**config.mk**
```make
export PLATFORM = sky130hd
export DESIGN_NAME = status_mode_core
export DESIGN_NICKNAME = d
export VERILOG_FILES = /design/src/status_mode_pkg.sv /design/src/pin_sync.sv /design/src/stop_delay.sv /design/src/status_mode_core.sv
export VERILOG_INCLUDE_DIRS = /design/src
export SDC_FILE = /design/constraint.sdc
export NUM_CORES = 1
export LEC_CHECK = 0
export BUFFER_PORTS_ARGS = -buffer_cell sky130_fd_sc_hd__buf_2
export CAP_MARGIN = 20
export CORE_MARGIN = 2
export CORE_UTILIZATION = 45
export CTS_CLUSTER_DIAMETER = 40
export DETAILED_ROUTE_END_ITERATION = 8
export PLACE_DENSITY = 0.79
export SKIP_LAST_GASP = 1
export SLEW_MARGIN = 0
export SYNTH_ARGS = -nofsm -noshare
export SYNTH_HDL_FRONTEND = slang
export SYNTH_HIERARCHICAL = 1
export SYNTH_SLANG_ARGS = --single-unit
export TNS_END_PERCENT = 20
```
**constraint.sdc**
```tcl
create_clock -name core_clk_in -period 3.2 [get_ports core_clk_in]
set_input_delay 0.96 -clock core_clk_in [delete_from_list [all_inputs] [get_ports core_clk_in]]
set_output_delay 0.96 -clock core_clk_in [all_outputs]
set_load 0.03 [all_outputs]
```
**src/status_mode_regs.svh**
```systemverilog
`ifndef STATUS_MODE_REGS_SVH
`define STATUS_MODE_REGS_SVH
// processor status word field positions
`define SR_LIMIT_BIT 6
`define SR_MASK_LO 8
`define SR_MASK_HI 9
`define SR_SCALE_LO 10
`define SR_SCALE_HI 11
`define SR_TRACE_BIT 13
`define SR_LOOP_BIT 15
// implemented status bits; condition codes live in the alu, reserved bits read zero
`define SR_IMPL_MASK 16'haf40
`define SR_RSVD_MASK 16'h5080
// hardware reset value of the status word: both interrupt mask bits set
`define SR_HW_RESET 16'h0300
// operating mode word field positions
`define OMR_CM_LO 0
`define OMR_CM_HI 1
`define OMR_TROM_BIT 2
`define OMR_STOP_DLY 6
`define OMR_EXT_BUS 7
`define OMR_IMPL_MASK 24'h0000c7
`define OMR_RESET 24'h000000
// chip mode codes
`define CM_SINGLE 2'h0
`define CM_BOOT 2'h1
`define CM_EXPANDED 2'h2
// rounding bit positions
`define RND_NONE 5'h17
`define RND_DOWN 5'h18
`define RND_UP 5'h16
// table rom window in x and y data space
`define TROM_LO 16'h0100
`define TROM_HI 16'h01ff
// stop exit delays in t states, and t states per core clock
`define STOP_LONG_T 131072
`define STOP_SHORT_T 16
`define T_PER_CLK 1
`endif

```
**src/status_mode_pkg.sv**
```systemverilog
`default_nettype none
package status_mode_pkg;
   // control register instruction applied this cycle
   typedef enum logic [1:0] {
      OP_NONE,
      OP_MOVE,
      OP_AND,
      OP_OR
   } ctrl_op_t;
   // bootstrap sequencing
   typedef enum logic {
      BOOT_IDLE,
      BOOT_LOAD
   } boot_state_t;
   // stop exit counter sequencing
   typedef enum logic {
      STP_IDLE,
      STP_COUNT
   } stop_state_t;
   // whole state of the core block
   typedef struct packed {
      logic [15:0] sr;
      logic [23:0] operating_mode_word;
      logic trace_armed;
      boot_state_t boot;
      logic [3:0] wait_cnt;
      logic ext_prev;
      logic irq_admit;
      logic [23:0] readout;
      logic [4:0] round_pos;
      logic trace_exc;
      logic push;
      logic [15:0] push_word;
      logic boot_exec;
      logic rom_sel;
      logic pin_out;
      logic acc_wait;
   } core_state_t;
   // synchroniser stages
   typedef struct packed {
      logic [2:0] s1;
      logic [2:0] s2;
   } sync_state_t;
   // stop delay counter
   typedef struct packed {
      stop_state_t st;
      logic [17:0] cnt;
      logic busy;
      logic done;
   } stop_cnt_t;
endpackage
`default_nettype wire

```
**src/pin_sync.sv**
```systemverilog
`timescale 1ns/10ps
`default_nettype none
// two-stage synchroniser for the three pins that enter from outside
module pin_sync (
   input wire logic core_clk_in,
   input wire logic [2:0] pins_in,
   output logic [2:0] pins_out
);
   status_mode_pkg::sync_state_t st_r; // both stages
   status_mode_pkg::sync_state_t st_nxt; // next stages

   // first stage feeds only the second; no reset so straps flow during reset
   always_comb begin
      st_nxt = st_r;
      for (int i = 0; i < 3; i++) begin
         st_nxt.s1[i] = pins_in[i];
         st_nxt.s2[i] = st_r.s1[i];
      end
   end

   // register the stages
   always_ff @(posedge core_clk_in) begin
      st_r <= st_nxt;
   end

   assign pins_out = st_r.s2;
endmodule
`default_nettype wire

```
**src/stop_delay.sv**
```systemverilog
`timescale 1ns/10ps
`default_nettype none
`include "status_mode_regs.svh"
// counts the recovery delay after leaving the stop state
module stop_delay #(
   parameter int LONG_CYCLES = `STOP_LONG_T / `T_PER_CLK
) (
   input wire logic core_clk_in,
   input wire logic rst_n_in,
   input wire logic start_in,
   input wire logic short_sel_in,
   output logic busy_out,
   output logic done_out
);
   localparam int SHORT_CYCLES = `STOP_SHORT_T / `T_PER_CLK; // short delay in clocks
   status_mode_pkg::stop_cnt_t st_r; // counter state
   status_mode_pkg::stop_cnt_t st_nxt; // next counter state

   // load on exit request, count down, pulse done when the last cycle passes
   always_comb begin
      st_nxt = st_r;
      st_nxt.done = 1'b0;
      case (st_r.st)
         status_mode_pkg::STP_IDLE: begin
            if (start_in) begin
               st_nxt.st = status_mode_pkg::STP_COUNT;
               st_nxt.busy = 1'b1;
               // short delay only when the stop delay bit is one
               st_nxt.cnt = short_sel_in ? 18'(SHORT_CYCLES - 1) : 18'(LONG_CYCLES - 1);
            end
         end
         status_mode_pkg::STP_COUNT: begin
            if (st_r.cnt == 18'h00000) begin
               st_nxt.st = status_mode_pkg::STP_IDLE;
               st_nxt.busy = 1'b0;
               st_nxt.done = 1'b1;
            end else begin
               st_nxt.cnt = st_r.cnt - 18'h00001;
            end
         end
         default: begin
            st_nxt.st = status_mode_pkg::STP_IDLE;
         end
      endcase
      if (!rst_n_in) begin
         st_nxt = '0;
      end
   end

   // register the counter
   always_ff @(posedge core_clk_in) begin
      st_r <= st_nxt;
   end

   assign busy_out = st_r.busy;
   assign done_out = st_r.done;
endmodule
`default_nettype wire

```
**src/status_mode_core.sv**
```systemverilog
`timescale 1ns/10ps
`default_nettype none
`include "status_mode_regs.svh"
////////////////////////////////////////////////////////////////////////////////
// Function
// - overflow or limiting sets the limit bit
// - limit bit sticky until reset or clear
// - mask bits set the admitted interrupt level
// - hardware reset sets masks, software reset keeps
// - scale bits pick shift and rounding position
// - scaling only on accumulator bus readout
// - long interrupt and reset clear scale bits
// - trace bit at start raises trace exception
// - trace interrupt stacks set bit, then clears
// - status bits 7, 12, 14 read zero
// - loop end restores only the loop flag
// - long interrupt pushes word, clears loop flag
// - mode word 24 bits, changed by instructions
// - reset loads chip mode from pins
// - chip mode selects bus expansion mode
// - bootstrap loads ram, then mode two
// - rom variant turns mode one into zero
// - table rom enable maps 0100 to 01ff
// - stop exit waits long or short delay
// - mode bit 7 picks bus pin function
// - wait input extends access only when set
// - reserved status bits ignore writes, read zero
module status_mode_core #(
   parameter int STOP_LONG_CYCLES = `STOP_LONG_T / `T_PER_CLK,
   parameter bit ROM_VARIANT = 1'b0
) (
   input wire logic core_clk_in,
   input wire logic rst_n_in,
   input wire logic sw_reset_in,
   input wire logic mode_pin_high_in,
   input wire logic mode_pin_low_in,
   input wire logic [1:0] sr_op_in,
   input wire logic [15:0] sr_imm_in,
   input wire logic [1:0] omr_op_in,
   input wire logic [23:0] omr_imm_in,
   input wire logic overflow_set_in,
   input wire logic limit_event_in,
   input wire logic instr_start_in,
   input wire logic instr_done_in,
   input wire logic long_irq_in,
   input wire logic long_irq_trace_in,
   input wire logic rti_in,
   input wire logic loop_start_in,
   input wire logic loop_end_in,
   input wire logic [15:0] pulled_sr_in,
   input wire logic irq_req_in,
   input wire logic [1:0] irq_level_in,
   input wire logic [55:0] acc_in,
   input wire logic stop_exit_in,
   input wire logic boot_done_in,
   input wire logic [15:0] data_addr_in,
   input wire logic ext_access_in,
   input wire logic [3:0] bus_wait_control_reg_in,
   input wire logic bus_busy_in,
   input wire logic bus_request_in,
   output logic [15:0] status_word_out,
   output logic [23:0] mode_word_out,
   output logic irq_admit_out,
   output logic [23:0] acc_readout_out,
   output logic [4:0] round_pos_out,
   output logic trace_exc_out,
   output logic stack_push_out,
   output logic [15:0] stack_word_out,
   output logic stop_wait_out,
   output logic stop_resume_out,
   output logic boot_load_out,
   output logic boot_exec_zero_out,
   output logic table_rom_sel_out,
   output logic bus_grant_out,
   output logic access_wait_out
);
   ////////////////////////////////////////////////////////////////////////////////
   // declarations
   status_mode_pkg::core_state_t st_r; // registered state
   status_mode_pkg::core_state_t st_nxt; // next state
   logic [2:0] pin_sync_q; // synchronised {bus pin, mode high, mode low}
   logic mode_pin_high; // synced strap b
   logic mode_pin_low; // synced strap a
   logic bus_pin; // synced request or wait pin
   logic wait_input; // wait input when strobe mode is selected
   status_mode_pkg::ctrl_op_t sr_op; // decoded status op
   status_mode_pkg::ctrl_op_t omr_op; // decoded mode op
   logic [23:0] sr_applied; // status op result before the reserved bits drop

   ////////////////////////////////////////////////////////////////////////////////
   // helpers
   // applies a move, and-immediate or or-immediate to a control word
   function automatic logic [23:0] apply_op(input status_mode_pkg::ctrl_op_t op,
                                            input logic [23:0] cur,
                                            input logic [23:0] imm);
      logic [23:0] res;
      res = cur;
      case (op)
         status_mode_pkg::OP_MOVE: res = imm;
         status_mode_pkg::OP_AND: res = cur & imm;
         status_mode_pkg::OP_OR: res = cur | imm;
         default: res = cur;
      endcase
      return res;
   endfunction

   // rounding position for a scale code; reserved code rounds like no scaling
   function automatic logic [4:0] round_of(input logic [1:0] sc);
      logic [4:0] r;
      r = `RND_NONE;
      case (sc)
         2'h1: r = `RND_DOWN;
         2'h2: r = `RND_UP;
         default: r = `RND_NONE;
      endcase
      return r;
   endfunction

   // accumulator word driven to the data buses under the scale code
   function automatic logic [23:0] scale_of(input logic [1:0] sc, input logic [55:0] acc);
      logic [23:0] w;
      w = acc[47:24];
      case (sc)
         2'h1: w = acc[48:25];
         2'h2: w = acc[46:23];
         default: w = acc[47:24];
      endcase
      return w;
   endfunction

   // the rom variant has no bootstrap mode
   function automatic logic [1:0] legal_mode(input logic [1:0] m);
      logic [1:0] r;
      r = m;
      if (ROM_VARIANT && m == `CM_BOOT) begin
         r = `CM_SINGLE;
      end
      return r;
   endfunction

   ////////////////////////////////////////////////////////////////////////////////
   // pin synchronisers and stop delay
   pin_sync u_pin_sync (
      .core_clk_in(core_clk_in),
      .pins_in({bus_request_in, mode_pin_high_in, mode_pin_low_in}),
      .pins_out(pin_sync_q)
   );

   // short delay when the stop delay bit is one
   stop_delay #(
      .LONG_CYCLES(STOP_LONG_CYCLES)
   ) u_stop_delay (
      .core_clk_in(core_clk_in),
      .rst_n_in(rst_n_in),
      .start_in(stop_exit_in),
      .short_sel_in(st_r.operating_mode_word[`OMR_STOP_DLY]),
      .busy_out(stop_wait_out),
      .done_out(stop_resume_out)
   );

   assign mode_pin_low = pin_sync_q[0];
   assign mode_pin_high = pin_sync_q[1];
   assign bus_pin = pin_sync_q[2];
   assign wait_input = bus_pin & st_r.operating_mode_word[`OMR_EXT_BUS];
   assign sr_op = status_mode_pkg::ctrl_op_t'(sr_op_in);
   assign omr_op = status_mode_pkg::ctrl_op_t'(omr_op_in);
   // status word op on a zero-extended copy, cut back to 16 bits in the next state
   assign sr_applied = apply_op(sr_op, {8'h00, st_r.sr}, {8'h00, sr_imm_in});

   ////////////////////////////////////////////////////////////////////////////////
   // next state of the whole block
   always_comb begin
      st_nxt = st_r;
      st_nxt.trace_exc = 1'b0;
      st_nxt.push = 1'b0;
      st_nxt.boot_exec = 1'b0;
      // status word instructions; reserved bits dropped
      if (sr_op != status_mode_pkg::OP_NONE) begin
         st_nxt.sr = sr_applied[15:0] & `SR_IMPL_MASK;
      end
      // return from interrupt restores the whole word
      if (rti_in) begin
         st_nxt.sr = pulled_sr_in & `SR_IMPL_MASK;
      end
      // end of loop restores the loop flag only
      if (loop_end_in) begin
         st_nxt.sr[`SR_LOOP_BIT] = pulled_sr_in[`SR_LOOP_BIT];
      end
      // loop start stacks the word and marks the loop running
      if (loop_start_in) begin
         st_nxt.push = 1'b1;
         st_nxt.push_word = st_r.sr;
         st_nxt.sr[`SR_LOOP_BIT] = 1'b1;
      end
      // long interrupt: stack first, then clear loop flag and scaling
      if (long_irq_in) begin
         st_nxt.push = 1'b1;
         st_nxt.push_word = st_r.sr;
         st_nxt.sr[`SR_LOOP_BIT] = 1'b0;
         st_nxt.sr[`SR_SCALE_HI] = 1'b0;
         st_nxt.sr[`SR_SCALE_LO] = 1'b0;
         if (long_irq_trace_in) begin
            st_nxt.sr[`SR_TRACE_BIT] = 1'b0;
         end
      end
      // trace bit sampled as an instruction begins
      if (instr_start_in) begin
         st_nxt.trace_armed = st_r.sr[`SR_TRACE_BIT];
      end
      if (instr_done_in) begin
         st_nxt.trace_exc = st_r.trace_armed;
         st_nxt.trace_armed = 1'b0;
      end
      // software reset: clears mode bits except the interrupt masks
      if (sw_reset_in) begin
         st_nxt.sr = st_r.sr & {16{1'b1}} & 16'h0300;
         st_nxt.trace_armed = 1'b0;
      end
      // limit events win over any clear except hardware reset in the same cycle
      if (overflow_set_in || limit_event_in) begin
         st_nxt.sr[`SR_LIMIT_BIT] = 1'b1;
      end
      // mode word instructions; only five bits exist
      if (omr_op != status_mode_pkg::OP_NONE) begin
         st_nxt.operating_mode_word = apply_op(omr_op, st_r.operating_mode_word, omr_imm_in) & `OMR_IMPL_MASK;
         st_nxt.operating_mode_word[1:0] = legal_mode(st_nxt.operating_mode_word[1:0]);
      end
      // bootstrap: hold while ram loads, then switch to expanded mode
      case (st_r.boot)
         status_mode_pkg::BOOT_IDLE: begin
            st_nxt.boot = status_mode_pkg::BOOT_IDLE;
         end
         status_mode_pkg::BOOT_LOAD: begin
            if (boot_done_in) begin
               st_nxt.boot = status_mode_pkg::BOOT_IDLE;
               st_nxt.operating_mode_word[1:0] = `CM_EXPANDED;
               st_nxt.boot_exec = 1'b1;
            end
         end
         default: begin
            st_nxt.boot = status_mode_pkg::BOOT_IDLE;
         end
      endcase
      // hardware reset: masks set, other fields clear, straps loaded
      if (!rst_n_in) begin
         st_nxt = '0;
         st_nxt.sr = `SR_HW_RESET;
         st_nxt.operating_mode_word = `OMR_RESET;
         st_nxt.operating_mode_word[1:0] = legal_mode({mode_pin_high, mode_pin_low});
         if (legal_mode({mode_pin_high, mode_pin_low}) == `CM_BOOT) begin
            st_nxt.boot = status_mode_pkg::BOOT_LOAD;
         end
      end
      // interrupt admission: level must reach the mask value
      st_nxt.irq_admit = rst_n_in && irq_req_in
                         && (irq_level_in >= st_nxt.sr[`SR_MASK_HI:`SR_MASK_LO]);
      // readout and rounding follow the scale bits
      st_nxt.readout = scale_of(st_nxt.sr[`SR_SCALE_HI:`SR_SCALE_LO], acc_in);
      st_nxt.round_pos = round_of(st_nxt.sr[`SR_SCALE_HI:`SR_SCALE_LO]);
      // table rom window decode
      st_nxt.rom_sel = st_nxt.operating_mode_word[`OMR_TROM_BIT]
                       && data_addr_in >= `TROM_LO && data_addr_in <= `TROM_HI;
      // external access wait states from the bus wait control count
      st_nxt.ext_prev = ext_access_in;
      if (ext_access_in && !st_r.ext_prev) begin
         st_nxt.wait_cnt = bus_wait_control_reg_in;
      end else if (ext_access_in && st_r.wait_cnt != 4'h0) begin
         st_nxt.wait_cnt = st_r.wait_cnt - 4'h1;
      end
      // wait input adds wait states only in strobe mode
      st_nxt.acc_wait = ext_access_in
                        && (st_nxt.wait_cnt != 4'h0 || wait_input);
      // shared pin: grant in request mode, strobe in strobe mode
      if (st_nxt.operating_mode_word[`OMR_EXT_BUS]) begin
         st_nxt.pin_out = ext_access_in;
      end else begin
         st_nxt.pin_out = bus_pin && !bus_busy_in;
      end
      if (!rst_n_in) begin
         st_nxt.wait_cnt = 4'h0;
         st_nxt.ext_prev = 1'b0;
         st_nxt.acc_wait = 1'b0;
         st_nxt.pin_out = 1'b0;
         st_nxt.rom_sel = 1'b0;
      end
   end

   ////////////////////////////////////////////////////////////////////////////////
   // state register
   always_ff @(posedge core_clk_in) begin
      st_r <= st_nxt;
   end

   // outputs come straight from the state register
   assign status_word_out = st_r.sr;
   assign mode_word_out = st_r.operating_mode_word;
   assign irq_admit_out = st_r.irq_admit;
   assign acc_readout_out = st_r.readout;
   assign round_pos_out = st_r.round_pos;
   assign trace_exc_out = st_r.trace_exc;
   assign stack_push_out = st_r.push;
   assign stack_word_out = st_r.push_word;
   assign boot_load_out = (st_r.boot == status_mode_pkg::BOOT_LOAD);
   assign boot_exec_zero_out = st_r.boot_exec;
   assign table_rom_sel_out = st_r.rom_sel;
   assign bus_grant_out = st_r.pin_out;
   assign access_wait_out = st_r.acc_wait;

   ////////////////////////////////////////////////////////////////////////////////
   // assertions
   limit_set_a: assert property (@(posedge core_clk_in) disable iff (!rst_n_in)
      (overflow_set_in || limit_event_in) |=> status_word_out[`SR_LIMIT_BIT])
      else $error("limit bit not set after overflow or limiting");

   limit_sticky_a: assert property (@(posedge core_clk_in) disable iff (!rst_n_in)
      (sr_op_in == 2'h0 && !rti_in && !sw_reset_in && status_word_out[`SR_LIMIT_BIT])
      |=> status_word_out[`SR_LIMIT_BIT])
      else $error("limit bit dropped without a clear");

   irq_mask_a: assert property (@(posedge core_clk_in) disable iff (!rst_n_in)
      irq_admit_out |-> $past(irq_req_in) && $past(irq_level_in) >= status_word_out[9:8])
      else $error("interrupt admitted below the mask level");

   reset_mask_a: assert property (@(posedge core_clk_in) disable iff (!rst_n_in)
      $rose(rst_n_in) |-> status_word_out == `SR_HW_RESET && !stop_wait_out)
      else $error("status word wrong after hardware reset");

   sw_reset_keep_a: assert property (@(posedge core_clk_in) disable iff (!rst_n_in)
      (sw_reset_in && sr_op_in == 2'h0 && !rti_in)
      |=> status_word_out[9:8] == $past(status_word_out[9:8]) && !status_word_out[11])
      else $error("software reset disturbed the interrupt masks");

   round_pos_a: assert property (@(posedge core_clk_in) disable iff (!rst_n_in)
      status_word_out[11:10] == 2'h1 |-> round_pos_out == `RND_DOWN)
      else $error("rounding position does not follow scale down");

   round_rsvd_a: assert property (@(posedge core_clk_in) disable iff (!rst_n_in)
      status_word_out[11:10] == 2'h3 |-> round_pos_out == `RND_NONE)
      else $error("reserved scale code does not round at bit 23");

   irq_entry_a: assert property (@(posedge core_clk_in) disable iff (!rst_n_in)
      (long_irq_in && !rti_in && !loop_start_in && !sw_reset_in && sr_op_in == 2'h0)
      |=> stack_push_out && stack_word_out == $past(status_word_out)
      && !status_word_out[`SR_LOOP_BIT] && status_word_out[11:10] == 2'h0)
      else $error("long interrupt entry did not stack and clear");

   trace_stack_a: assert property (@(posedge core_clk_in) disable iff (!rst_n_in)
      (long_irq_in && long_irq_trace_in && status_word_out[`SR_TRACE_BIT] && sr_op_in == 2'h0
      && !rti_in) |=> stack_word_out[`SR_TRACE_BIT] && !status_word_out[`SR_TRACE_BIT])
      else $error("trace interrupt did not stack the set trace bit");

   trace_exc_a: assert property (@(posedge core_clk_in) disable iff (!rst_n_in)
      trace_exc_out |-> $past(instr_done_in))
      else $error("trace exception without a completed instruction");

   rsvd_zero_a: assert property (@(posedge core_clk_in) disable iff (!rst_n_in)
      (status_word_out & `SR_RSVD_MASK) == 16'h0000
      && (mode_word_out & ~`OMR_IMPL_MASK) == 24'h000000)
      else $error("reserved bit reads as one");

   loop_end_a: assert property (@(posedge core_clk_in) disable iff (!rst_n_in)
      (loop_end_in && !rti_in && !loop_start_in && !long_irq_in && !sw_reset_in
      && sr_op_in == 2'h0) |=> status_word_out[`SR_LOOP_BIT] == $past(pulled_sr_in[15])
      && status_word_out[14:0] == ($past(status_word_out[14:0])
      | (15'(1 << `SR_LIMIT_BIT) & status_word_out[14:0])))
      else $error("loop end restored more than the loop flag");

   stop_short_a: assert property (@(posedge core_clk_in) disable iff (!rst_n_in)
      $rose(stop_wait_out) && $past(mode_word_out[`OMR_STOP_DLY]) |-> ##16 stop_resume_out)
      else $error("short stop delay is not 16 cycles");

   rom_variant_a: assert property (@(posedge core_clk_in) disable iff (!rst_n_in)
      ROM_VARIANT |-> mode_word_out[1:0] != `CM_BOOT)
      else $error("rom variant entered bootstrap mode");

   boot_exit_a: assert property (@(posedge core_clk_in) disable iff (!rst_n_in)
      boot_exec_zero_out |-> mode_word_out[1:0] == `CM_EXPANDED && !boot_load_out)
      else $error("bootstrap did not switch to expanded mode");

   trace_cov: cover property (@(posedge core_clk_in) disable iff (!rst_n_in)
      trace_exc_out ##[1:20] stack_push_out);
   stop_cov: cover property (@(posedge core_clk_in) disable iff (!rst_n_in)
      $rose(stop_wait_out) ##[1:40] stop_resume_out);
   boot_cov: cover property (@(posedge core_clk_in) disable iff (!rst_n_in)
      boot_load_out ##[1:50] boot_exec_zero_out);
   wait_cov: cover property (@(posedge core_clk_in) disable iff (!rst_n_in)
      mode_word_out[`OMR_EXT_BUS] && access_wait_out);
endmodule
`default_nettype wire

```
==> impl_results.md, run 1 <==
* Worst setup SP type: input port
* Antenna Cells at 0
* DRC at 0
* Sw frac at 31.4%
* Final Instance Area at between 5000 and 6000 µm²
* Initial core utilization at 45.8%
* Distinct cell type count after synthesis at 62
* Area after detailed placement at 5030 µm²
* WL/cell at roughly 14 µm
* Data arrival time of the worst path at 3.09 ns
* Detailed Place HPWL at 8.36 mm
* Die H at between 100 and 150 µm
* Final Max Tran Viols at 0
* # hold bufs at CTS at 0
* Clock-pin slew on the worst setup and hold paths at 0.09 ns
* Avg Cell Area, Syn at 8.41 µm²
* Clock power share at 32.1%
* Starting DRT DRC Count at around 200
* Port bufs at 139
* Buf/Inv on CP at 3
* Cells after synthesis at 555
* Final period util at 88.4%
* Fill count at 972
* Row cnt at 37
* Worst path cell trace: buf_2, inv_1, ha_1, and2b_2, a22oi_1, o21ai_0, o211ai_1, ha_1, buf_12, a22oi_1, o21ai_0
* Buffers inserted by post-CTS timing repair at 0
* Gpl congestion at 0.943
* Worst path max stage delay at 0.28 ns
* Post-synth ARST share at 0%
* Synthesized flop and latch total at 87
* # setup viols final at 0
* Slew headroom at 48.3%
* Max IR drop VDD at 0.232 mV
* Num CTS Buffers at 9
* First-pass GRT wire length at 17.8 mm
* Sequential cell area at 1740 µm²
* Slowest CP cell: ha_1
* Critical Setup Path Class: input port to flop
* PD cells at 506 nW/µm²
* Mux contribution to synthesized area at 0.885%
* Main synth FF type: dfxtp_1
* Die W at 106 µm
* Vias post-DR at 4115
* Synthesized area at 4670 µm²
* Worst Skew at 0.00805 ns
* Vias per cell at around 5.3
* Int Pwr at 0.00182 W
* WP data required at 3.46 ns
* Final min period at 2.83 ns
* Synth Area in Simple Gates at about 17%
* Nets at 813
* Adder-cell share of the synthesized area at under 10%
* CP Capture Type: flop
* Leak at between 2 and 2.5 nW
* Largest net degree at the start of global routing at 50
* Max clock buf depth at 2
* Core area at 10200 µm²
* Worst min path class: flop to flop
* Reg2reg setup slack at 0.78 ns
* Switch Pwr at 0.000835 W
* Max-cap viol count at 0
* Status: complete, no violations
* Sequential power share at a little under half
* Sequential share of the synthesized area at 37.3%
* Clock Sinks at 87
* Synthesis-to-finish area growth at 12.5%
* Die ar. at 11200 µm²
* RSZ-0062 raised after global routing: no
* Clock Root Buffer: clkbuf_8
* Post-synth EDFFs at 0
* CP max FO at 25
* Multi-input logic area at 2250 µm²
* GR Util All Layers at 19.8%
* Largest family of logic cells by synthesized area: compound AO/OA/AOI/OAI gates
* Setup TNS at 0 ns
* Layout cells sized above 1 at 27.8%
* Ys Warns at 6
* Comb power frac at a little over a fifth
* DRT Pass-1 Iters at 5
* Total gr overflow at 0
* Worst-Skew Late Latency at 0.34 ns
* CTS-repair resized insts at 0
* Vias in the first global route at 3778
* Final WL at 11.2 mm
* Hold Vio Cnt, Final at 0
* Post-synthesis compound-gate area fraction at 23.8%
* Peak Freq at 354 MHz
* Depth of the CTS H-tree at 3
* Top Ports at 253
* Final antenna-violating net count at 0
* Xor/xnor share of the synthesized area at 0%
* CTS tree: built
* Worst-Margin Slew at 0.774 ns
* Delay-heaviest family, CP: compound AO/OA/AOI/OAI gates
* Initial antenna violation count at 0
metrics by stage:
step           cells  utilization, %  setup WS (ns)  hold WS [ns]  power [W]
5_1_grt          783            51.5          0.231         0.342    0.00279
2_1_floorplan    591               -          0.163         0.310    0.00173
3_3_place_gp     767            49.3          0.181         0.313    0.00180
3_5_place_dp     767            49.3       -0.00510         0.312    0.00182
4_1_cts          783            51.5          0.401         0.333    0.00267
6_report         783            51.5          0.372         0.333    0.00266
per-layer routing:
layer,global-route usage (%),share of wire [%],vias to the layer above
met5,0,0,-
li1,-,-,2020
met4,6.48,0.72,0
met3,5.38,8.5,8
met1,25.7,44,1895
met2,31.8,46,192
registers in the layout, indices dropped and copies added (netlist names), 3 cells and up:
register / cells
u_stop_delay/st_r: 19
stack_word_out: 7
status_word_out: 7
mode_word_out: 5
u_pin_sync/pins_out: 3
u_pin_sync/st_nxt: 3
round_pos_out: 3
acc_readout_out: 24
st_r: 6
layout by cell type, fill, tap and decap left out, types with 3 or more instances in the layout:
cell type | synthesis | layout
o31ai_1 | 4 | 4
nand2b_1 | 8 | 8
a311oi_1 | 9 | 9
nor2_1 | 34 | 34
nand2_1 | 54 | 54
nor2b_1 | 6 | 6
a21o_2 | 3 | 3
ha_1 | 13 | 13
o211a_1 | 3 | 3
o21a_1 | 4 | 4
a31oi_1 | 3 | 3
clkbuf_8 | 0 | 10
buf_4 | 86 | 8
and2_1 | 3 | 3
a211oi_1 | 6 | 6
o21ai_0 | 46 | 46
o211ai_1 | 4 | 4
dfxtp_1 | 87 | 87
nor3_1 | 11 | 11
and3_1 | 8 | 8
nand3_1 | 10 | 10
nor3b_1 | 3 | 3
mux2i_1 | 3 | 3
a22oi_1 | 29 | 29
buf_2 | 2 | 139
inv_1 | 16 | 16
a21o_1 | 7 | 7
conb_1 | 2 | 38
a21oi_1 | 28 | 28
power groups by stage:
stage / Clock [W] / Combinational (W) / Sequential (W)
floorplan: 0 / 0.000489 / 0.00124
CTS: 0.000875 / 0.000580 / 0.00122
detailed placement: 0 / 0.000578 / 0.00124
finish: 0.000853 / 0.000583 / 0.00122
global route: 0.000923 / 0.000635 / 0.00123
global placement: 0 / 0.000561 / 0.00124
path summary, 6_finish.rpt:
kind / startpoint / end / cells after the start
setup reg to reg: u_stop_delay/st_r[13] / u_stop_delay/st_r[17] / 5
hold reg to reg: u_pin_sync/st_nxt[1] / u_pin_sync/pins_out[1] / 0
setup / recovery: sr_op_in[0] / acc_readout_out[19] / 11
hold / removal: u_pin_sync/st_nxt[1] / u_pin_sync/pins_out[1] / 0
synth_stat cells, types with 3 or more instances:
master	count	share of area, %
nor3b_1	3	0.48
mux2i_1	3	0.64
and2_1	3	0.40
a22oi_1	29	4.7
a211oi_1	6	0.97
ha_1	13	3.5
nor3_1	11	1.2
a21o_2	3	0.56
inv_1	16	1.3
o21ai_0	46	4.9
nand2_1	54	4.3
dfxtp_1	87	37
and3_1	8	1.1
nand2b_1	8	1.1
o21a_1	4	0.64
nor2_1	34	2.7
buf_4	86	14
clkbuf_1	18	1.4
a31oi_1	3	0.40
nand3_1	10	1.1
a21oi_1	28	3.0
a21o_1	7	1.1
nor2b_1	6	0.80
o31ai_1	4	0.64
a311oi_1	9	1.7
o211ai_1	4	0.64
o211a_1	3	0.64
area by class of cell:
type,count,area share [%]
Clock buffer,11,2.69
Clock inverter,5,1.55
Inverter,17,1.22
Multi-Input combinational cell,378,43.0
Sequential cell,87,33.2
Tap cell,136,3.24
Timing Repair Buffer,149,15.2
cells by family (layout without fill, tap and decap cells):
kind of cell               Yosys count  count (layout)
AOI/OAI and AO/OA                  166             166
adders and majority gates           13              13
buffers and inverters              126             182
DFF                                 87              87
muxes                                4               4
other                                2              38
and+or+nand+nor                    157             157
No activity file was read; power rests on OpenSTA's default activity.
==> run 2, diff against run 1 <==
Settings changed: CORE_UTILIZATION 45 to 40, PLACE_DENSITY 0.79 to 0.71.
==> run 2 against run 1 <==
- via count fell by 0.19%
- sequential share of layout area decreased by 0.48 points
- sequential cell count unchanged
- clock power grew 20%
- die area grew 12%
- clock skew barely moved
- sequential power is essentially flat
- routed wire length about the same
- final cell count rose by 0.89%
- largest power group unchanged
- highest routed layer unchanged
==> impl_results.md, run 2 (synthesized netlist as in run 1, its figures left out) <==
* Commonest non-fill, non-tap cell in the layout: buf_2
* Multi-input logic area at 2250 µm² (unchanged)
* GR Util All Layers at 18.3% (-1.4 points)
* Worst-Skew Late Latency at 0.34 ns (about the same)
* Worst-Margin Slew at 0.705 ns (-0.0691 ns)
* Clock-pin slew on the worst setup and hold paths at 0.07 ns (-0.02 ns)
* Area after detailed placement at 5030 µm² (+0.17%)
* Max clock buf depth at 2 (unchanged)
* Initial antenna violation count at 0 (unchanged)
* PD cells at 531 nW/µm² (+4.8%)
* Final antenna-violating net count at 0 (unchanged)
* Vias in the first global route at 3867 (+2.4%)
* Antenna Cells at 0 (unchanged)
* Worst Skew at 0.00775 ns (-0.000298 ns)
* WL/cell at 14.2 µm (-0.84%)
* Max-cap viol count at 0 (unchanged)
* Final Util at 46.6% (-4.9 points)
* Top Ports at 253 (unchanged)
* CP max FO at 49 (+96%)
* Critical Setup Path Class: input port to flop
* First-pass GRT wire length at 18.7 mm (+5.1%)
* Port bufs at 139 (unchanged)
* Sequential cell area at 1740 µm² (unchanged)
* Nets at 813 (unchanged)
* DRC at 0 (unchanged)
* Num CTS Buffers at 9 (unchanged)
* Max reg flops at 24 (unchanged)
* WHS Path Cells at 0 (unchanged)
* Slew headroom at 52.9% (+4.6 points)
* Hold Vio Cnt, Final at 0 (unchanged)
* Leak at 2.47 nW (+1.3%)
* RSZ-0062 raised after global routing: no
* Gpl congestion at 0.865 (-8.2%)
* Largest net degree at the start of global routing at 50 (unchanged)
* # hold bufs at CTS at 0 (unchanged)
* Vias per cell at 5.20 (-1.1%)
* Final WL at 11.2 mm (about the same)
* Data arrival time of the worst path at 3.07 ns (-0.02 ns)
* Fill count at 1126 (+16%)
* Max IR drop VDD at 0.347 mV (+50%)
* Worst min path class: flop to flop
* Worst setup SP type: input port
* Detailed Place HPWL at 8.42 mm (+0.72%)
* Peak Freq at 355 MHz (+0.40%)
* CTS-repair resized insts at 0 (unchanged)
* Final Instance Area at 5330 µm² (+1.5%)
* Clock Sinks at 87 (unchanged)
* Starting DRT DRC Count at 293 (+49%)
* CTS tree: built
* Setup TNS at 0 ns (unchanged)
* Final Max Tran Viols at 0 (unchanged)
* Synthesis-to-finish area growth at 14.1%
* Die ar. at 12500 µm² (+12%)
* Die H at 112 µm (+5.8%)
* Die W at 112 µm (+5.8%)
* Clock Root Buffer: clkbuf_16
* Vias post-DR at 4107 (-0.19%)
* # setup viols final at 0 (unchanged)
* Worst r2r path cells at 5 (unchanged)
* Commonest non-fill, non-tap cells in the layout: 139 x buf_2, 87 x dfxtp_1, 54 x nand2_1, 46 x o21ai_0, 38 x conb_1
* Initial core utilization at 40.9% (-5.0 points)
* CP Capture Type: flop
* Depth of the CTS H-tree at 3 (unchanged)
* Final min period at 2.82 ns (-0.0114 ns)
* WP data required at 3.45 ns (about the same)
* Pre-CTS setup slack at 0.0745 ns (+0.0796 ns)
* Final worst setup slack at 0.383 ns (+0.0114 ns)
* Core area at 11400 µm² (+12%)
* Buffers inserted by post-CTS timing repair at 0 (unchanged)
* Final period util at 88.0% (-0.36 points)
* Layout cells sized above 1 at 28.0% (+0.15 points)
* Total gr overflow at 0 (unchanged)
* DRT Pass-1 Iters at 5 (unchanged)
* Status: complete, no violations
* Row cnt at 39 (+5.4%)
* Total Power at 0.00283 W (+6.4%)
run 2: layout make-up:
type                    instances  area share (%)
inverters                      17            1.20
clock buffers                  10            4.49
flip-flops and latches         87            32.7
repair buffers                149            14.9
multi-input cells             378            42.3
clock inverters                 6           0.963
well taps                     143            3.36
run 2: stage by stage:
| step | hold WS [ns] | cells |
|---|---|---|
| 2_1_floorplan | 0.310 | 591 |
| 3_3_place_gp | 0.311 | 774 |
| 3_5_place_dp | 0.313 | 774 |
| 4_1_cts | 0.324 | 790 |
| 5_1_grt | 0.329 | 790 |
| 6_report | 0.321 | 790 |
run 2: layer usage:
| layer | share of wire (%) | GRT usage [%] | vias to the layer above |
|---|---|---|---|
| li1 | - | - | 2030 |
| met3 | 7.0 | 4.64 | 11 |
| met4 | 1.3 | 6.59 | 0 |
| met1 | 45 | 23.6 | 1889 |
| met2 | 47 | 30.1 | 177 |
| met5 | 0 | 0 | - |
run 2: worst paths after layout:
check / slack, ns / end / startpoint
max: 0.38 / acc_readout_out[19] / sr_op_in[0]
min: 0.32 / u_pin_sync/pins_out[1] / u_pin_sync/st_nxt[1]
max reg2reg: 0.87 / u_stop_delay/st_r[17] / u_stop_delay/st_r[10]
min reg2reg: 0.32 / u_pin_sync/pins_out[1] / u_pin_sync/st_nxt[1]
run 2: worst max-delay path: stages:
cell	delay (ns)
buf_2	0.13
inv_1	0.08
ha_1	0.28
and2b_2	0.27
a22oi_1	0.18
o21ai_0	0.17
o211a_1	0.27
ha_1	0.32
buf_12	0.19
o21ai_0	0.22
run 2: where the power goes:
group | switching (W) | internal [W] | total (W)
Sequential | 0.0000574 | 0.00116 | 0.00122
Clock | 0.000462 | 0.000560 | 0.00102
Combinational | 0.000386 | 0.000201 | 0.000587
Total | 0.000905 | 0.00192 | 0.00283
==> run 3, diff against run 2 <==
Settings changed: CORE_UTILIZATION 40 to 35, CTS_CLUSTER_DIAMETER 40 to not set, PLACE_DENSITY 0.71 to 0.63.
==> run 3 against run 2 <==
- global-route usage is 2.9 points lower
- setup slack better by 0.096 ns
- cell area is 0.75% higher
- total power is 1.0% higher
- largest cell class unchanged
- largest power group unchanged
- highest routed layer unchanged
==> impl_results.md, run 3 (synthesized netlist as in run 1, its figures left out) <==
* Status: complete, no violations
* Core area at 13100 µm² (+15%)
* Hold Vio Cnt, Final at 0 (unchanged)
* Worst path max stage delay at 0.32 ns (about the same)
* Delay-heaviest family, CP: compound AO/OA/AOI/OAI gates
* DRC at 0 (unchanged)
* CTS tree: built
* Buffers inserted by post-CTS timing repair at 0 (unchanged)
* CP max FO at 49 (unchanged)
* Worst r2r path cells at 5 (unchanged)
* Switch Pwr at 0.000871 W (-3.7%)
* Worst setup SP type: input port
* Initial antenna violation count at 0 (unchanged)
* Final worst setup slack at 0.479 ns (+0.0961 ns)
* CP Capture Type: flop
* Die H at 119 µm (+6.7%)
* Antenna Cells at 0 (unchanged)
* Vias in the first global route at 3678 (-4.9%)
* Clock Sinks at 87 (unchanged)
* WP data required at 3.45 ns (about the same)
* Slowest CP cell: ha_1
* Sequential power share at 42.8% (-0.3 points)
* Final period util at 85.0% (-3.0 points)
* # setup viols final at 0 (unchanged)
* RSZ-0062 raised after global routing: no
* Slew headroom at 51.2% (-1.8 points)
* Worst reg2reg path startpoint: u_stop_delay/st_r[10]
* Final WL at 11.3 mm (+0.68%)
* PD cells at 532 nW/µm² (+0.25%)
* Final min period at 2.72 ns (-0.0961 ns)
* WHS Endpoint: u_pin_sync/pins_out[2]
* Worst-Margin Slew at 0.731 ns (+0.0263 ns)
* GR Util All Layers at 15.4% (-2.9 points)
* Vias post-DR at 4065 (-1.0%)
* Vias per cell at 4.95 (-4.8%)
* Die W at 119 µm (+6.7%)
* Final antenna-violating net count at 0 (unchanged)
* Commonest non-fill, non-tap cells in the layout: 139 x buf_2, 87 x dfxtp_1, 54 x nand2_1, 46 x o21ai_0, 38 x conb_1
* Die ar. at 14300 µm² (+14%)
* CTS-repair resized insts at 0 (unchanged)
* Worst-Skew Late Latency at 0.34 ns (about the same)
* Worst path cell trace: buf_2, inv_1, ha_1, buf_4, a21o_2, a22oi_1, o21ai_0, o211a_1, ha_1, buf_12, o21ai_0
* Max clock buf depth at 2 (unchanged)
* Int Pwr at 0.00198 W (+3.2%)
* RR Endpoint: u_stop_delay/st_r[17]
* HP Start: u_pin_sync/st_nxt[2]
* Largest net degree at the start of global routing at 50 (unchanged)
* Buf/Inv on CP at 4 (+1)
* Max-cap viol count at 0 (unchanged)
* Initial core utilization at 35.5% (-5.3 points)
* Top Ports at 253 (unchanged)
* WL/cell at 13.8 µm (-3.1%)
* Clock power share at 36.9% (+0.8 points)
* Pre-CTS setup slack at 0.152 ns (+0.0773 ns)
* First-pass GRT wire length at 17.8 mm (-5.2%)
* Clock-pin slew on the worst setup and hold paths at 0.06 ns (about the same)
* Clock Root Buffer: clkbuf_16
* Depth of the CTS H-tree at 3 (unchanged)
* Setup TNS at 0 ns (unchanged)
* Layout cells sized above 1 at 27.8% (-0.22 points)
* Detailed Place HPWL at 8.56 mm (+1.6%)
* DRT Pass-1 Iters at 4 (-1)
* Peak Freq at 368 MHz (+3.5%)
* Synthesis-to-finish area growth at 15.0%
* Comb power frac at 20.3% (-0.5 points)
* Nets at 812 (-0.12%)
* Max reg flops at 24 (unchanged)
* Reg2reg setup slack at 0.83 ns (-0.04 ns)
* Final Max Tran Viols at 0 (unchanged)
* WHS Path Cells at 0 (unchanged)
* Num CTS Buffers at 9 (unchanged)
* Worst Skew at 0.00677 ns (-0.000985 ns)
* Total gr overflow at 0 (unchanged)
* Row cnt at 42 (+7.7%)
* Critical Setup Path Class: input port to flop
* Starting DRT DRC Count at 235 (-20%)
* # hold bufs at CTS at 0 (unchanged)
* Gpl congestion at 0.837 (-3.3%)
* Max IR drop VDD at 0.306 mV (-12%)
* Leak at 2.48 nW (+0.14%)
* Commonest non-fill, non-tap cell in the layout: buf_2
* Data arrival time of the worst path at 2.97 ns (-0.10 ns)
* Worst min path class: flop to flop
* Port bufs at 139 (unchanged)
* Worst Hold Slack at 0.331 ns (+0.0102 ns)
* Sw frac at 30.5% (-1.5 points)
## run 3: layout make-up
| class | count | area [µm²] |
|---|---|---|
| repair buffers | 148 | 788 |
| inverters | 17 | 63.8 |
| fillers | 1390 | 7770 |
| clock inverters | 5 | 57.6 |
| multi-input cells | 378 | 2250 |
| flip-flops and latches | 87 | 1740 |
| well taps | 176 | 220 |
| clock buffers | 10 | 239 |
## run 3: layer usage
layer / track usage, % / routed length, µm / vias up
li1: - / - / 2018
met1: 20.4 / 5210 / 1909
met2: 24.5 / 5360 / 131
met3: 3.98 / 629 / 7
met4: 4.85 / 99 / 0
met5: 0 / 0 / -
## run 3: through the flow
stage               utilization (%)  instances  area (µm²)  total power, W
floorplan                         -        591        4800         0.00173
global placement               38.6        806        5070         0.00181
detailed placement             38.6        806        5070         0.00182
CTS                            40.8        821        5370         0.00290
global route                   40.8        821        5370         0.00299
finish                         40.8        821        5370         0.00286
## run 3: how the worst max path moves through the flow
stage                      startpoint             endpoint  slack [ns]  cells after the start
after detailed placement  sr_op_in[0]  acc_readout_out[11]        0.15                     11
after global placement    sr_op_in[0]   acc_readout_out[9]        0.21                     12
after floorplan           sr_op_in[0]  acc_readout_out[13]        0.16                     12
after global routing      sr_op_in[0]  acc_readout_out[11]        0.30                     11
final                     sr_op_in[0]  acc_readout_out[11]        0.48                     11
after CTS                 sr_op_in[0]   acc_readout_out[7]        0.51                     11
## run 3: power groups by stage
stage / combinational [W] / sequential, W / clock, W
2_1_floorplan: 0.000489 / 0.00124 / 0
3_3_place_gp: 0.000565 / 0.00124 / 0
3_5_place_dp: 0.000575 / 0.00125 / 0
4_1_cts: 0.000579 / 0.00122 / 0.00110
5_1_grt: 0.000630 / 0.00123 / 0.00113
6_report: 0.000579 / 0.00122 / 0.00105
